===== config.mk =====
export PLATFORM = sky130hd
export DESIGN_NAME = tbfsm_top
export DESIGN_NICKNAME = d
export VERILOG_FILES = /design/src/rtl/tbfsm_pkg.sv /design/src/rtl/tbfsm_sync.sv /design/src/rtl/tbfsm_top.sv
export SDC_FILE = /design/constraint.sdc
export NUM_CORES = 1
export LEC_CHECK = 0
export BUFFER_PORTS_ARGS = -buffer_cell sky130_fd_sc_hd__buf_2
export CAP_MARGIN = 10
export CORE_MARGIN = 10
export CORE_UTILIZATION = 60
export CTS_BUF_LIST = sky130_fd_sc_hd__clkbuf_4 sky130_fd_sc_hd__clkbuf_8
export DETAILED_ROUTE_END_ITERATION = 10
export GPL_TIMING_DRIVEN = 0
export HOLD_SLACK_MARGIN = 0.12
export PLACE_DENSITY_LB_ADDON = 0.2
export SETUP_SLACK_MARGIN = 0.2
export SLEW_MARGIN = 0
export SYNTH_ARGS = -nofsm -noshare
export SYNTH_HDL_FRONTEND = slang
export SYNTH_SLANG_ARGS = --single-unit

===== constraint.sdc =====
create_clock -name SYS_CLK -period 3.8 [get_ports SYS_CLK]
set_input_delay 0.19 -clock SYS_CLK [delete_from_list [all_inputs] [get_ports SYS_CLK]]
set_output_delay 0.19 -clock SYS_CLK [all_outputs]
set_load 0.01 [all_outputs]

===== src/rtl/tbfsm_pkg.sv =====
package tbfsm_pkg;

    // register offsets on the plain register port
    localparam logic [7:0] TBFSM_MON_ADDR = 8'h47;
    localparam logic [7:0] TBFSM_FRAME_ADDR = 8'h48;
    localparam logic [7:0] TBFSM_STATUS_ADDR = 8'hf0;

    // writable bits; everything else is reserved and reads zero
    localparam logic [7:0] TBFSM_MON_WMASK = 8'h8f;
    localparam logic [7:0] TBFSM_FRAME_WMASK = 8'hab;

    // values after reset
    localparam logic [7:0] TBFSM_MON_RST = 8'h00;
    localparam logic [7:0] TBFSM_FRAME_RST = 8'h00;

    // field positions
    localparam int TBFSM_FAST_IO_POS = 7;
    localparam int TBFSM_SEL_LSB = 0;
    localparam int TBFSM_HIGH_FIRST_POS = 7;
    localparam int TBFSM_ODD_PAR_POS = 5;
    localparam int TBFSM_STOP_LVL_POS = 3;
    localparam int TBFSM_START_LVL_POS = 1;
    localparam int TBFSM_START_EN_POS = 0;

    // status register field positions
    localparam int TBFSM_ST_BUSY_POS = 0;
    localparam int TBFSM_ST_DRIVE_POS = 1;
    localparam int TBFSM_ST_LEVEL_POS = 2;
    localparam int TBFSM_ST_LINE_POS = 3;
    localparam int TBFSM_ST_PINS_LSB = 4;

    // monitor select codes
    localparam logic [3:0] TBFSM_SEL_HIZ0 = 4'h0;
    localparam logic [3:0] TBFSM_SEL_HIZ1 = 4'h1;
    localparam logic [3:0] TBFSM_SEL_ZERO = 4'h2;
    localparam logic [3:0] TBFSM_SEL_ONE = 4'h3;
    localparam logic [3:0] TBFSM_SEL_TX_ENV = 4'h4;
    localparam logic [3:0] TBFSM_SEL_TX_ACT = 4'h5;
    localparam logic [3:0] TBFSM_SEL_SECURE = 4'h6;
    localparam logic [3:0] TBFSM_SEL_RX_ENV = 4'h7;
    localparam logic [3:0] TBFSM_SEL_RX_ACT = 4'h8;
    localparam logic [3:0] TBFSM_SEL_RX_BIT = 4'h9;

    // transmit bit timing at the system clock rate
    localparam int TBFSM_CLK_PERIOD_NS = 40;
    localparam int TBFSM_BIT_TIME_NS = 9434;
    localparam int TBFSM_BIT_CYCLES =
        (TBFSM_BIT_TIME_NS + TBFSM_CLK_PERIOD_NS - 1) / TBFSM_CLK_PERIOD_NS;
    localparam logic [7:0] TBFSM_BIT_LAST = 8'(TBFSM_BIT_CYCLES - 1);
    localparam logic [2:0] TBFSM_DATA_LAST = 3'h7;
    localparam int TBFSM_PIN_COUNT = 4;

    typedef struct packed {
        logic fast_io;
        logic [2:0] rsvd;
        logic [3:0] sel;
    } tbfsm_mon_reg_t;

    typedef struct packed {
        logic high_first;
        logic rsvd6;
        logic odd_parity;
        logic rsvd4;
        logic stop_level;
        logic rsvd2;
        logic start_level;
        logic start_enable;
    } tbfsm_frame_reg_t;

    typedef enum logic [2:0] {
        TBFSM_IDLE,
        TBFSM_START,
        TBFSM_DATA,
        TBFSM_PARITY,
        TBFSM_STOP
    } tbfsm_phase_t;

    typedef struct packed {
        logic s1;
        logic s2;
        logic s3;
        logic val;
    } tbfsm_sync_st_t;

    typedef struct packed {
        tbfsm_mon_reg_t mon;
        tbfsm_frame_reg_t frame;
        tbfsm_frame_reg_t cfg;
        logic [7:0] rdata;
        tbfsm_phase_t phase;
        logic [7:0] shreg;
        logic [2:0] bit_idx;
        logic [7:0] bit_cnt;
        logic parity;
        logic line;
        logic active;
        logic mon_out;
        logic mon_oe_n;
    } tbfsm_state_t;

endpackage


===== src/rtl/tbfsm_sync.sv =====
`timescale 1ns/1ns
`default_nettype none
module tbfsm_sync
    import tbfsm_pkg::*;
(
    // clock and reset
    input wire logic clk,
    input wire logic rst,
    // pin side
    input wire logic pin_in,
    // filtered level
    output logic level_out
);

    tbfsm_sync_st_t state_ff;
    tbfsm_sync_st_t nxt_state;

    // s1 feeds only s2; a change is taken once s2 and s3 agree
    always_comb begin
        nxt_state = state_ff;
        nxt_state.s1 = pin_in;
        nxt_state.s2 = state_ff.s1;
        nxt_state.s3 = state_ff.s2;
        if (state_ff.s2 == state_ff.s3) begin
            nxt_state.val = state_ff.s3;
        end
    end

    always_ff @(posedge clk or posedge rst) begin
        if (rst) begin
            state_ff <= '0;
        end else begin
            state_ff <= nxt_state;
        end
    end

    assign level_out = state_ff.val;

endmodule
`default_nettype wire


===== src/rtl/tbfsm_top.sv =====
`timescale 1ns/1ns
`default_nettype none
module tbfsm_top
    import tbfsm_pkg::*;
(
    // clock and reset
    input wire logic SYS_CLK,
    input wire logic RESET,
    // register port
    input wire logic [7:0] REG_ADDR,
    input wire logic [7:0] REG_WDATA,
    input wire logic REG_WR,
    input wire logic REG_RD,
    output logic [7:0] REG_RDATA,
    // transmit byte stream
    input wire logic [7:0] TX_DATA,
    input wire logic TX_VALID,
    output logic TX_READY,
    // transmit encoder output
    output logic TX_LINE,
    output logic TX_ACTIVE,
    // asynchronous monitor sources
    input wire logic SECURE_SERIAL_IN,
    input wire logic RX_ENVELOPE_IN,
    input wire logic RX_ACTIVE_IN,
    input wire logic RX_BIT_IN,
    // monitor output pin
    output logic MON_OUT,
    output logic MON_OE_N,
    // pad control
    output logic FAST_IO
);

    tbfsm_state_t state_ff;
    tbfsm_state_t nxt_state;

    logic [TBFSM_PIN_COUNT-1:0] pin_raw;
    logic [TBFSM_PIN_COUNT-1:0] pin_sync;
    logic secure_serial;
    logic rx_envelope;
    logic rx_active;
    logic rx_bit;
    logic bit_done;
    logic [7:0] status_word;

    // true when the select code puts a level on the pin
    function automatic logic mon_drives(input logic [3:0] sel);
        logic drv;
        drv = 1'b0;
        if (sel >= TBFSM_SEL_ZERO && sel <= TBFSM_SEL_RX_BIT) begin
            drv = 1'b1;
        end
        return drv;
    endfunction

    // data bit number idx in the configured order
    function automatic logic pick_bit(
        input logic [7:0] data,
        input logic [2:0] idx,
        input logic high_first
    );
        logic b;
        if (high_first) begin
            b = data[3'(TBFSM_DATA_LAST - idx)];
        end else begin
            b = data[idx];
        end
        return b;
    endfunction

    // monitor sources come from other domains and pass a filter
    assign pin_raw = {RX_BIT_IN, RX_ACTIVE_IN, RX_ENVELOPE_IN, SECURE_SERIAL_IN};

    generate
        for (genvar i = 0; i < TBFSM_PIN_COUNT; i++) begin : g_sync
            tbfsm_sync u_sync (
                .clk(SYS_CLK),
                .rst(RESET),
                .pin_in(pin_raw[i]),
                .level_out(pin_sync[i])
            );
        end
    endgenerate

    assign secure_serial = pin_sync[0];
    assign rx_envelope = pin_sync[1];
    assign rx_active = pin_sync[2];
    assign rx_bit = pin_sync[3];

    assign bit_done = (state_ff.bit_cnt == TBFSM_BIT_LAST);

    // status word gathers live state for software
    always_comb begin
        status_word = 8'h00;
        status_word[TBFSM_ST_BUSY_POS] = state_ff.active;
        status_word[TBFSM_ST_DRIVE_POS] = ~state_ff.mon_oe_n;
        status_word[TBFSM_ST_LEVEL_POS] = state_ff.mon_out;
        status_word[TBFSM_ST_LINE_POS] = state_ff.line;
        status_word[TBFSM_ST_PINS_LSB +: TBFSM_PIN_COUNT] = pin_sync;
    end

    always_comb begin
        nxt_state = state_ff;
        nxt_state.rdata = 8'h00;

        // register writes; reserved bits are masked off
        if (REG_WR) begin
            if (REG_ADDR == TBFSM_MON_ADDR) begin
                nxt_state.mon = tbfsm_mon_reg_t'(REG_WDATA & TBFSM_MON_WMASK);
            end
            if (REG_ADDR == TBFSM_FRAME_ADDR) begin
                nxt_state.frame = tbfsm_frame_reg_t'(REG_WDATA & TBFSM_FRAME_WMASK);
            end
        end

        // register reads; data stands only in the next cycle
        if (REG_RD) begin
            unique case (REG_ADDR)
                TBFSM_MON_ADDR: begin
                    nxt_state.rdata = state_ff.mon & TBFSM_MON_WMASK;
                end
                TBFSM_FRAME_ADDR: begin
                    nxt_state.rdata = state_ff.frame & TBFSM_FRAME_WMASK;
                end
                TBFSM_STATUS_ADDR: begin
                    nxt_state.rdata = status_word;
                end
                default: begin
                    nxt_state.rdata = 8'h00;
                end
            endcase
        end

        // transmit encoder
        // framing is latched per byte, so a late write only hits the next byte
        unique case (state_ff.phase)
            TBFSM_IDLE: begin
                nxt_state.line = 1'b0;
                nxt_state.active = 1'b0;
                if (TX_VALID) begin
                    nxt_state.cfg = state_ff.frame;
                    nxt_state.shreg = TX_DATA;
                    nxt_state.bit_idx = 3'h0;
                    nxt_state.bit_cnt = 8'h00;
                    nxt_state.active = 1'b1;
                    nxt_state.parity = (^TX_DATA) ^ state_ff.frame.odd_parity;
                    if (state_ff.frame.start_enable) begin
                        nxt_state.phase = TBFSM_START;
                        nxt_state.line = state_ff.frame.start_level;
                    end else begin
                        nxt_state.phase = TBFSM_DATA;
                        nxt_state.line = pick_bit(TX_DATA, 3'h0,
                            state_ff.frame.high_first);
                    end
                end
            end
            TBFSM_START: begin
                if (bit_done) begin
                    nxt_state.bit_cnt = 8'h00;
                    nxt_state.phase = TBFSM_DATA;
                    nxt_state.line = pick_bit(state_ff.shreg, 3'h0,
                        state_ff.cfg.high_first);
                end else begin
                    nxt_state.bit_cnt = 8'(state_ff.bit_cnt + 8'h01);
                end
            end
            TBFSM_DATA: begin
                if (bit_done) begin
                    nxt_state.bit_cnt = 8'h00;
                    if (state_ff.bit_idx == TBFSM_DATA_LAST) begin
                        nxt_state.phase = TBFSM_PARITY;
                        nxt_state.line = state_ff.parity;
                    end else begin
                        nxt_state.bit_idx = 3'(state_ff.bit_idx + 3'h1);
                        nxt_state.line = pick_bit(state_ff.shreg,
                            3'(state_ff.bit_idx + 3'h1),
                            state_ff.cfg.high_first);
                    end
                end else begin
                    nxt_state.bit_cnt = 8'(state_ff.bit_cnt + 8'h01);
                end
            end
            TBFSM_PARITY: begin
                if (bit_done) begin
                    nxt_state.bit_cnt = 8'h00;
                    nxt_state.phase = TBFSM_STOP;
                    nxt_state.line = state_ff.cfg.stop_level;
                end else begin
                    nxt_state.bit_cnt = 8'(state_ff.bit_cnt + 8'h01);
                end
            end
            TBFSM_STOP: begin
                if (bit_done) begin
                    nxt_state.bit_cnt = 8'h00;
                    nxt_state.phase = TBFSM_IDLE;
                    nxt_state.line = 1'b0;
                    nxt_state.active = 1'b0;
                end else begin
                    nxt_state.bit_cnt = 8'(state_ff.bit_cnt + 8'h01);
                end
            end
            default: begin
                // unused phase codes fall back to idle rather than lock up
                nxt_state.phase = TBFSM_IDLE;
                nxt_state.bit_cnt = 8'h00;
                nxt_state.line = 1'b0;
                nxt_state.active = 1'b0;
            end
        endcase

        // monitor pin, registered so the pad sees no decode glitches
        nxt_state.mon_oe_n = ~mon_drives(state_ff.mon.sel);
        case (state_ff.mon.sel)
            TBFSM_SEL_HIZ0, TBFSM_SEL_HIZ1: begin
                nxt_state.mon_out = 1'b0;
            end
            TBFSM_SEL_ZERO: begin
                nxt_state.mon_out = 1'b0;
            end
            TBFSM_SEL_ONE: begin
                nxt_state.mon_out = 1'b1;
            end
            TBFSM_SEL_TX_ENV: begin
                nxt_state.mon_out = state_ff.line;
            end
            TBFSM_SEL_TX_ACT: begin
                nxt_state.mon_out = state_ff.active;
            end
            TBFSM_SEL_SECURE: begin
                nxt_state.mon_out = secure_serial;
            end
            TBFSM_SEL_RX_ENV: begin
                // only meaningful for type A at 106 kBd
                nxt_state.mon_out = rx_envelope;
            end
            TBFSM_SEL_RX_ACT: begin
                nxt_state.mon_out = rx_active;
            end
            TBFSM_SEL_RX_BIT: begin
                nxt_state.mon_out = rx_bit;
            end
            default: begin
                // reserved codes leave the pin floating
                nxt_state.mon_out = 1'b0;
            end
        endcase
    end

    always_ff @(posedge SYS_CLK or posedge RESET) begin
        if (RESET) begin
            state_ff.mon <= tbfsm_mon_reg_t'(TBFSM_MON_RST);
            state_ff.frame <= tbfsm_frame_reg_t'(TBFSM_FRAME_RST);
            state_ff.cfg <= tbfsm_frame_reg_t'(TBFSM_FRAME_RST);
            state_ff.rdata <= 8'h00;
            state_ff.phase <= TBFSM_IDLE;
            state_ff.shreg <= 8'h00;
            state_ff.bit_idx <= 3'h0;
            state_ff.bit_cnt <= 8'h00;
            state_ff.parity <= 1'b0;
            state_ff.line <= 1'b0;
            state_ff.active <= 1'b0;
            state_ff.mon_out <= 1'b0;
            state_ff.mon_oe_n <= 1'b1;
        end else begin
            state_ff <= nxt_state;
        end
    end

    // outputs
    assign REG_RDATA = state_ff.rdata;
    assign TX_READY = (state_ff.phase == TBFSM_IDLE);
    assign TX_LINE = state_ff.line;
    assign TX_ACTIVE = state_ff.active;
    assign MON_OUT = state_ff.mon_out;
    assign MON_OE_N = state_ff.mon_oe_n;
    assign FAST_IO = state_ff.mon.fast_io;

endmodule
`default_nettype wire


# Yosys cells after proc, flatten, opt, wreduce, memory -nomap -nowiden
# Cells that the tools add are included.
dict set report totals {
  register_bits 63
  input_bits 33
  output_inout_bits 14
  word_cells 118
}
dict set report op_classes {
  n_addsub 3
  magnitude_cmp 4
  eq_ne 27
  muxes 32
  n_bitwise 4
  reduce_logical 13
}
# cell n
set ops {}
lappend ops {{$mux 25} 1}
lappend ops {{$pmux 8 s3} 1}
lappend ops {{$mux 3} 7}
lappend ops {{$eq 4x3->1 const B} 4}
lappend ops {{$eq 8x7->1 const B} 2}
lappend ops {{$eq 8x8->1 const B} 2}
lappend ops {{$mux 8} 2}
lappend ops {{$pmux 8 s2} 1}
lappend ops {{$pmux 3 s5} 1}
lappend ops {{$ne 2x2->1 const B} 7}
lappend ops {{$mux 1} 11}
lappend ops {{$add 8x1->8 const B} 1}
lappend ops {{$eq 4x4->1 const B} 2}
lappend ops {{$lt 3x4->1 const B} 2}
lappend ops {{$reduce_and 2->1} 4}
lappend ops {{$reduce_and 4->1} 2}
lappend ops {{$reduce_xor 8->1} 1}
lappend ops {{$pmux 1 s7} 1}
lappend ops {{$bmux 1 s3} 2}
lappend ops {{$eq 3x2->1 const B} 2}
lappend ops {{$eq 3x3->1 const B} 2}
lappend ops {{$pmux 3 s2} 1}
lappend ops {{$reduce_and 6->1} 1}
lappend ops {{$pmux 1 s5} 1}
lappend ops {{other kinds (16)} 22}

# Depth between registers and ports, before layout
dict set report depth {
  ltp_word 8
  depth_mapped 7
  ltp_nobuf 6
}

# Cells and area by module
# A second synthesis with hierarchy kept.
dict set report unflattened {
  hier_cells 249
  hier_area_um2 2931.6
}
# mod instances cells_per_inst area_per_inst_um2 seq_area_each_um2
set modules_own_cells {}
lappend modules_own_cells {tbfsm_top 1 225 2471.1 1177.4}
lappend modules_own_cells {tbfsm_sync 4 6 115.1 100.1}

# Worst setup path after synthesis
# OpenSTA, ideal clock, no wires.
dict set report synth_path {
  kind {reg-to-reg}
  startpoint {register state_ff[13] in the netlist's numbering}
  endpoint {register state_ff (netlist bit TX_LINE)}
  setup_time_ps 86
  arrival_time_ps 2004
  required_time_ps 3714
  slack_ps 1710
  path_stages_with_launch 7
  n_path_buf 0
  period_less_slack_ps 2090
  cell_sequence {dfrtp_1 -> ha_1 -> ha_1 -> inv_1 -> mux4_2 -> a311o_1 -> o221ai_2}
}
dict set report synth_via {
  elab_chain_len 8
  word_cells_on_any_way 11
  classes_between {2 x add/sub; 1 x eq/ne; 8 x mux}
}
# element line_no
set synth_rtl {}
lappend synth_rtl {{from (decl)} tbfsm_top.sv:34} ;# tbfsm_state_t state_ff;
lappend synth_rtl {{from (signal assigned)} tbfsm_top.sv:265} ;# state_ff <= nxt_state;
lappend synth_rtl {{$add 3x1->3} tbfsm_top.sv:176} ;# 3'(state_ff.bit_idx + 3'h1),
lappend synth_rtl {{$sub 3x3->3} tbfsm_top.sv:64} ;# b = data[3'(TBFSM_DATA_LAST - idx)];
lappend synth_rtl {{$bmux 1 s3} tbfsm_top.sv:64}
lappend synth_rtl {{$mux 1 (implied by the code)} tbfsm_top.sv:64}
lappend synth_rtl {{$mux 1} tbfsm_top.sv:63} ;# if (high_first) begin
lappend synth_rtl {{$mux 1 *} tbfsm_top.sv:170} ;# if (state_ff.bit_idx == TBFSM_DATA_LAST) begin
lappend synth_rtl {{$mux 1 *} tbfsm_top.sv:168} ;# if (bit_done) begin
lappend synth_rtl {{$pmux 1 s5 *} tbfsm_top.sv:136} ;# unique case (state_ff.phase)
# Every way passes the cells marked *; elsewhere a longest branch is shown, timed or not. The select of a mux whose other input is x is not followed.
# A chain may end at the register's enable or synchronous reset.

# Worst setup path after layout
# Same ends and word-level chain as after synthesis.

==> qor.yml <==
wl_met1_mm: 2.89
yosys-top-cells-area: "dfrtp_1, mux2_2, mux2i_1, xor2_1, a21oi_1"
path_common_cell: "ha_1"
grt_first_pass_wirelength_mm: 10.9
slew_viol_final: 0
critPathBufInv: 1
hold_viol_final: 0
utilization: 0.770
cts_buffers: 9
clk_pin_slew_ns: 0.08
worstSetupEndpointType: "flop"
antenna_cells: 0
cts_tree: "yes"
synth_nets: 281
clock-sinks: 63
rsz0062_at_grt: "no"
fin_total_pwr_mw: 1.33
maxCapViolCount: 0
cp.required_ns: 4.07
fin_hold_ws_ns: 0.149
synth_area_per_cell_um2: 12.2
setup_viol: 0
mostFrequentLayoutCells: "dfrtp_1, buf_2, mux2_2"
h-tree-depth: 3
seq_area_frac_synth: 0.527
routed_wl_mm: 6.43
status: "finished clean"
drt_iter0_markers: 141
wl_met2_mm: 3.04
die_y_um: 90.7
final_cells: 391
io_pins: 47
clockRootBuffer: "clkbuf_8"
viasPerCell: 5.53
synth.top_cell.area_share: 0.518
layout_commonest_cell: "dfrtp_1"
tns_ns: 0
placed_area_um2: 3310
syn_to_final_growth_pct: 23.0
dieArea_um2: 8220
pre_cts_slack_ns: 1.58
placed_cells: 356
initial_core_util: 0.626
p_leak_nw: 1.70
crit_type: "reg -> reg"
max_stage_delay_ns: 0.53
fin_ws_ns: 1.57
vias: 2161
max_slew_margin: 0.527
yosysTopAreaCell: "dfrtp_1"
grt.total_usage: 0.163
holdCritPathClass: "in -> reg"
ys_seq_elements: 63
netlist_area_um2: 3000
routed-wl-met3_um: 332
port_buffers: 43
grt_pass1_vias: 2274
ctsResizeCount: 0
nFillCells: 316
insertion_delay_ns: 0.35
synthFlopType: "dfrtp_1"
antenna_left: 0
maxUsedRoutingLayer: "met4"
syn_inst: 245
gp_congestion: 0.823
synth_cell_types: 52
power_density_nw_per_um2: 360
cp.arrival_ns: 2.50
fmax_mhz: 448
drt_pass1_iterations: 4
tightestPinTransition_ns: 0.702
cp_cell_sequence: "ha_1 > ha_1 > inv_1 > mux4_2 > a311o_1 > o221ai_2"
synth_edf_count: 0
clock_path_buffers: 2
stdcell_area_um2: 3680
die_w_um: 90.7
crit_fanout: 6
drc: 0
async_flop_share: 1.00
routedWlPerCell_um: 16.4
antenna_found_initial: 0
finalCriticalPeriod_ns: 2.23
place_hpwl_mm: 4.38
slowest_stage: "mux4_2"
final_nets: 355
synth_warnings: 0
final_layout_size_suffix_gt1_frac: 0.333
ir_drop_uv: 384
row_count: 25
crit_family: "multiplexers"
skew_ns: 0.0109
grt_max_degree: 34
coreArea_um2: 4790
worst_setup_path_start_kind: "flop"
grt-ovfl-total: 0
period_share: 0.588
-- Yosys cell counts (2+ instances only) --
library cell,instances
nand4_1,2
buf_2,3
and4b_1,2
nor2_1,8
a311oi_1,2
mux2_2,20
and3_1,6
buf_4,9
nor3b_1,3
nor2_4,2
a22oi_1,5
nand2_1,14
nand2_2,2
mux2i_1,12
nand3_1,6
maj3_1,4
a21oi_1,14
inv_1,7
dfrtp_1,62
xnor2_1,5
mux4_2,2
clkbuf_1,4
xor2_1,9
ha_1,3
o21ai_0,12
-- worst paths after layout --
check	depth (start not counted)	startpoint	end	slack, ns
setup / recovery	6	state_ff[13]$_DFFE_PP0P_	TX_LINE$_DFFE_PP0P_	1.57
hold / removal	2	TX_DATA[0]	state_ff[16]$_DFFE_PP0P_	0.15
setup reg to reg	6	state_ff[13]$_DFFE_PP0P_	TX_LINE$_DFFE_PP0P_	1.57
hold reg to reg	0	g_sync[2].u_sync.nxt_state[2]$_DFF_PP0_	g_sync[2].u_sync.nxt_state[1]$_DFF_PP0_	0.35
max in group asynchronous	4	RESET	MON_OE_N$_DFF_PP1_	2.60
min in group asynchronous	3	RESET	state_ff[22]$_DFFE_PP0P_	0.53
-- area by class of cell --
type | count | area, µm² | share of cell area
buffer | 17 | 109 | 0.0296
clock buffer | 9 | 124 | 0.0336
clock inverter | 7 | 55.1 | 0.0149
inverter | 8 | 30.0 | 0.00815
multi-input combinational | 157 | 1280 | 0.347
sequential | 63 | 1580 | 0.428
tap | 67 | 83.8 | 0.0228
timing repair buffer | 63 | 425 | 0.115
-- timing repair --
| item | in CTS | in global routing |
|---|---|---|
| buffers inserted | 0 | 0 |
| hold buffers | 19 | 0 |
| hold endpoints to repair | 53 | 0 |
-- layer usage --
| layer | global-route usage | vias to the layer above |
|---|---|---|
| met5 | 0 | - |
| met4 | 0.0875 | 0 |
| met3 | 0.0482 | 16 |
| met2 | 0.252 | 58 |
| met1 | 0.200 | 1059 |
| li1 | - | 1028 |
-- sequential cells by signal, summed over array words and instances, names as in the netlist --
name / count
FAST_IO: 1
MON_OE_N: 1
MON_OUT: 1
REG_RDATA: 8
TX_ACTIVE: 1
TX_LINE: 1
g_sync.u_sync.level_out: 4
g_sync.u_sync.nxt_state: 8
g_sync.u_sync.state_ff: 4
state_ff: 34
-- kinds of logic after synthesis --
| group | Yosys count | share of synthesized area |
|---|---|---|
| buf+inv | 25 | 0.0464 |
| mux | 35 | 0.139 |
| xor+xnor | 15 | 0.0485 |
| fa+ha+maj | 7 | 0.0259 |
| compound gates | 44 | 0.103 |
| simple gates | 56 | 0.111 |
| flops | 63 | 0.527 |
-- power by group --
part	switching (mW)	total (mW)	internal, mW	leakage [nW]
Combinational	0.0441	0.0955	0.0514	0.797
Sequential	0.0141	0.703	0.689	0.812
Clock	0.284	0.526	0.243	0.0866
No activity file was read; power rests on OpenSTA's default activity.
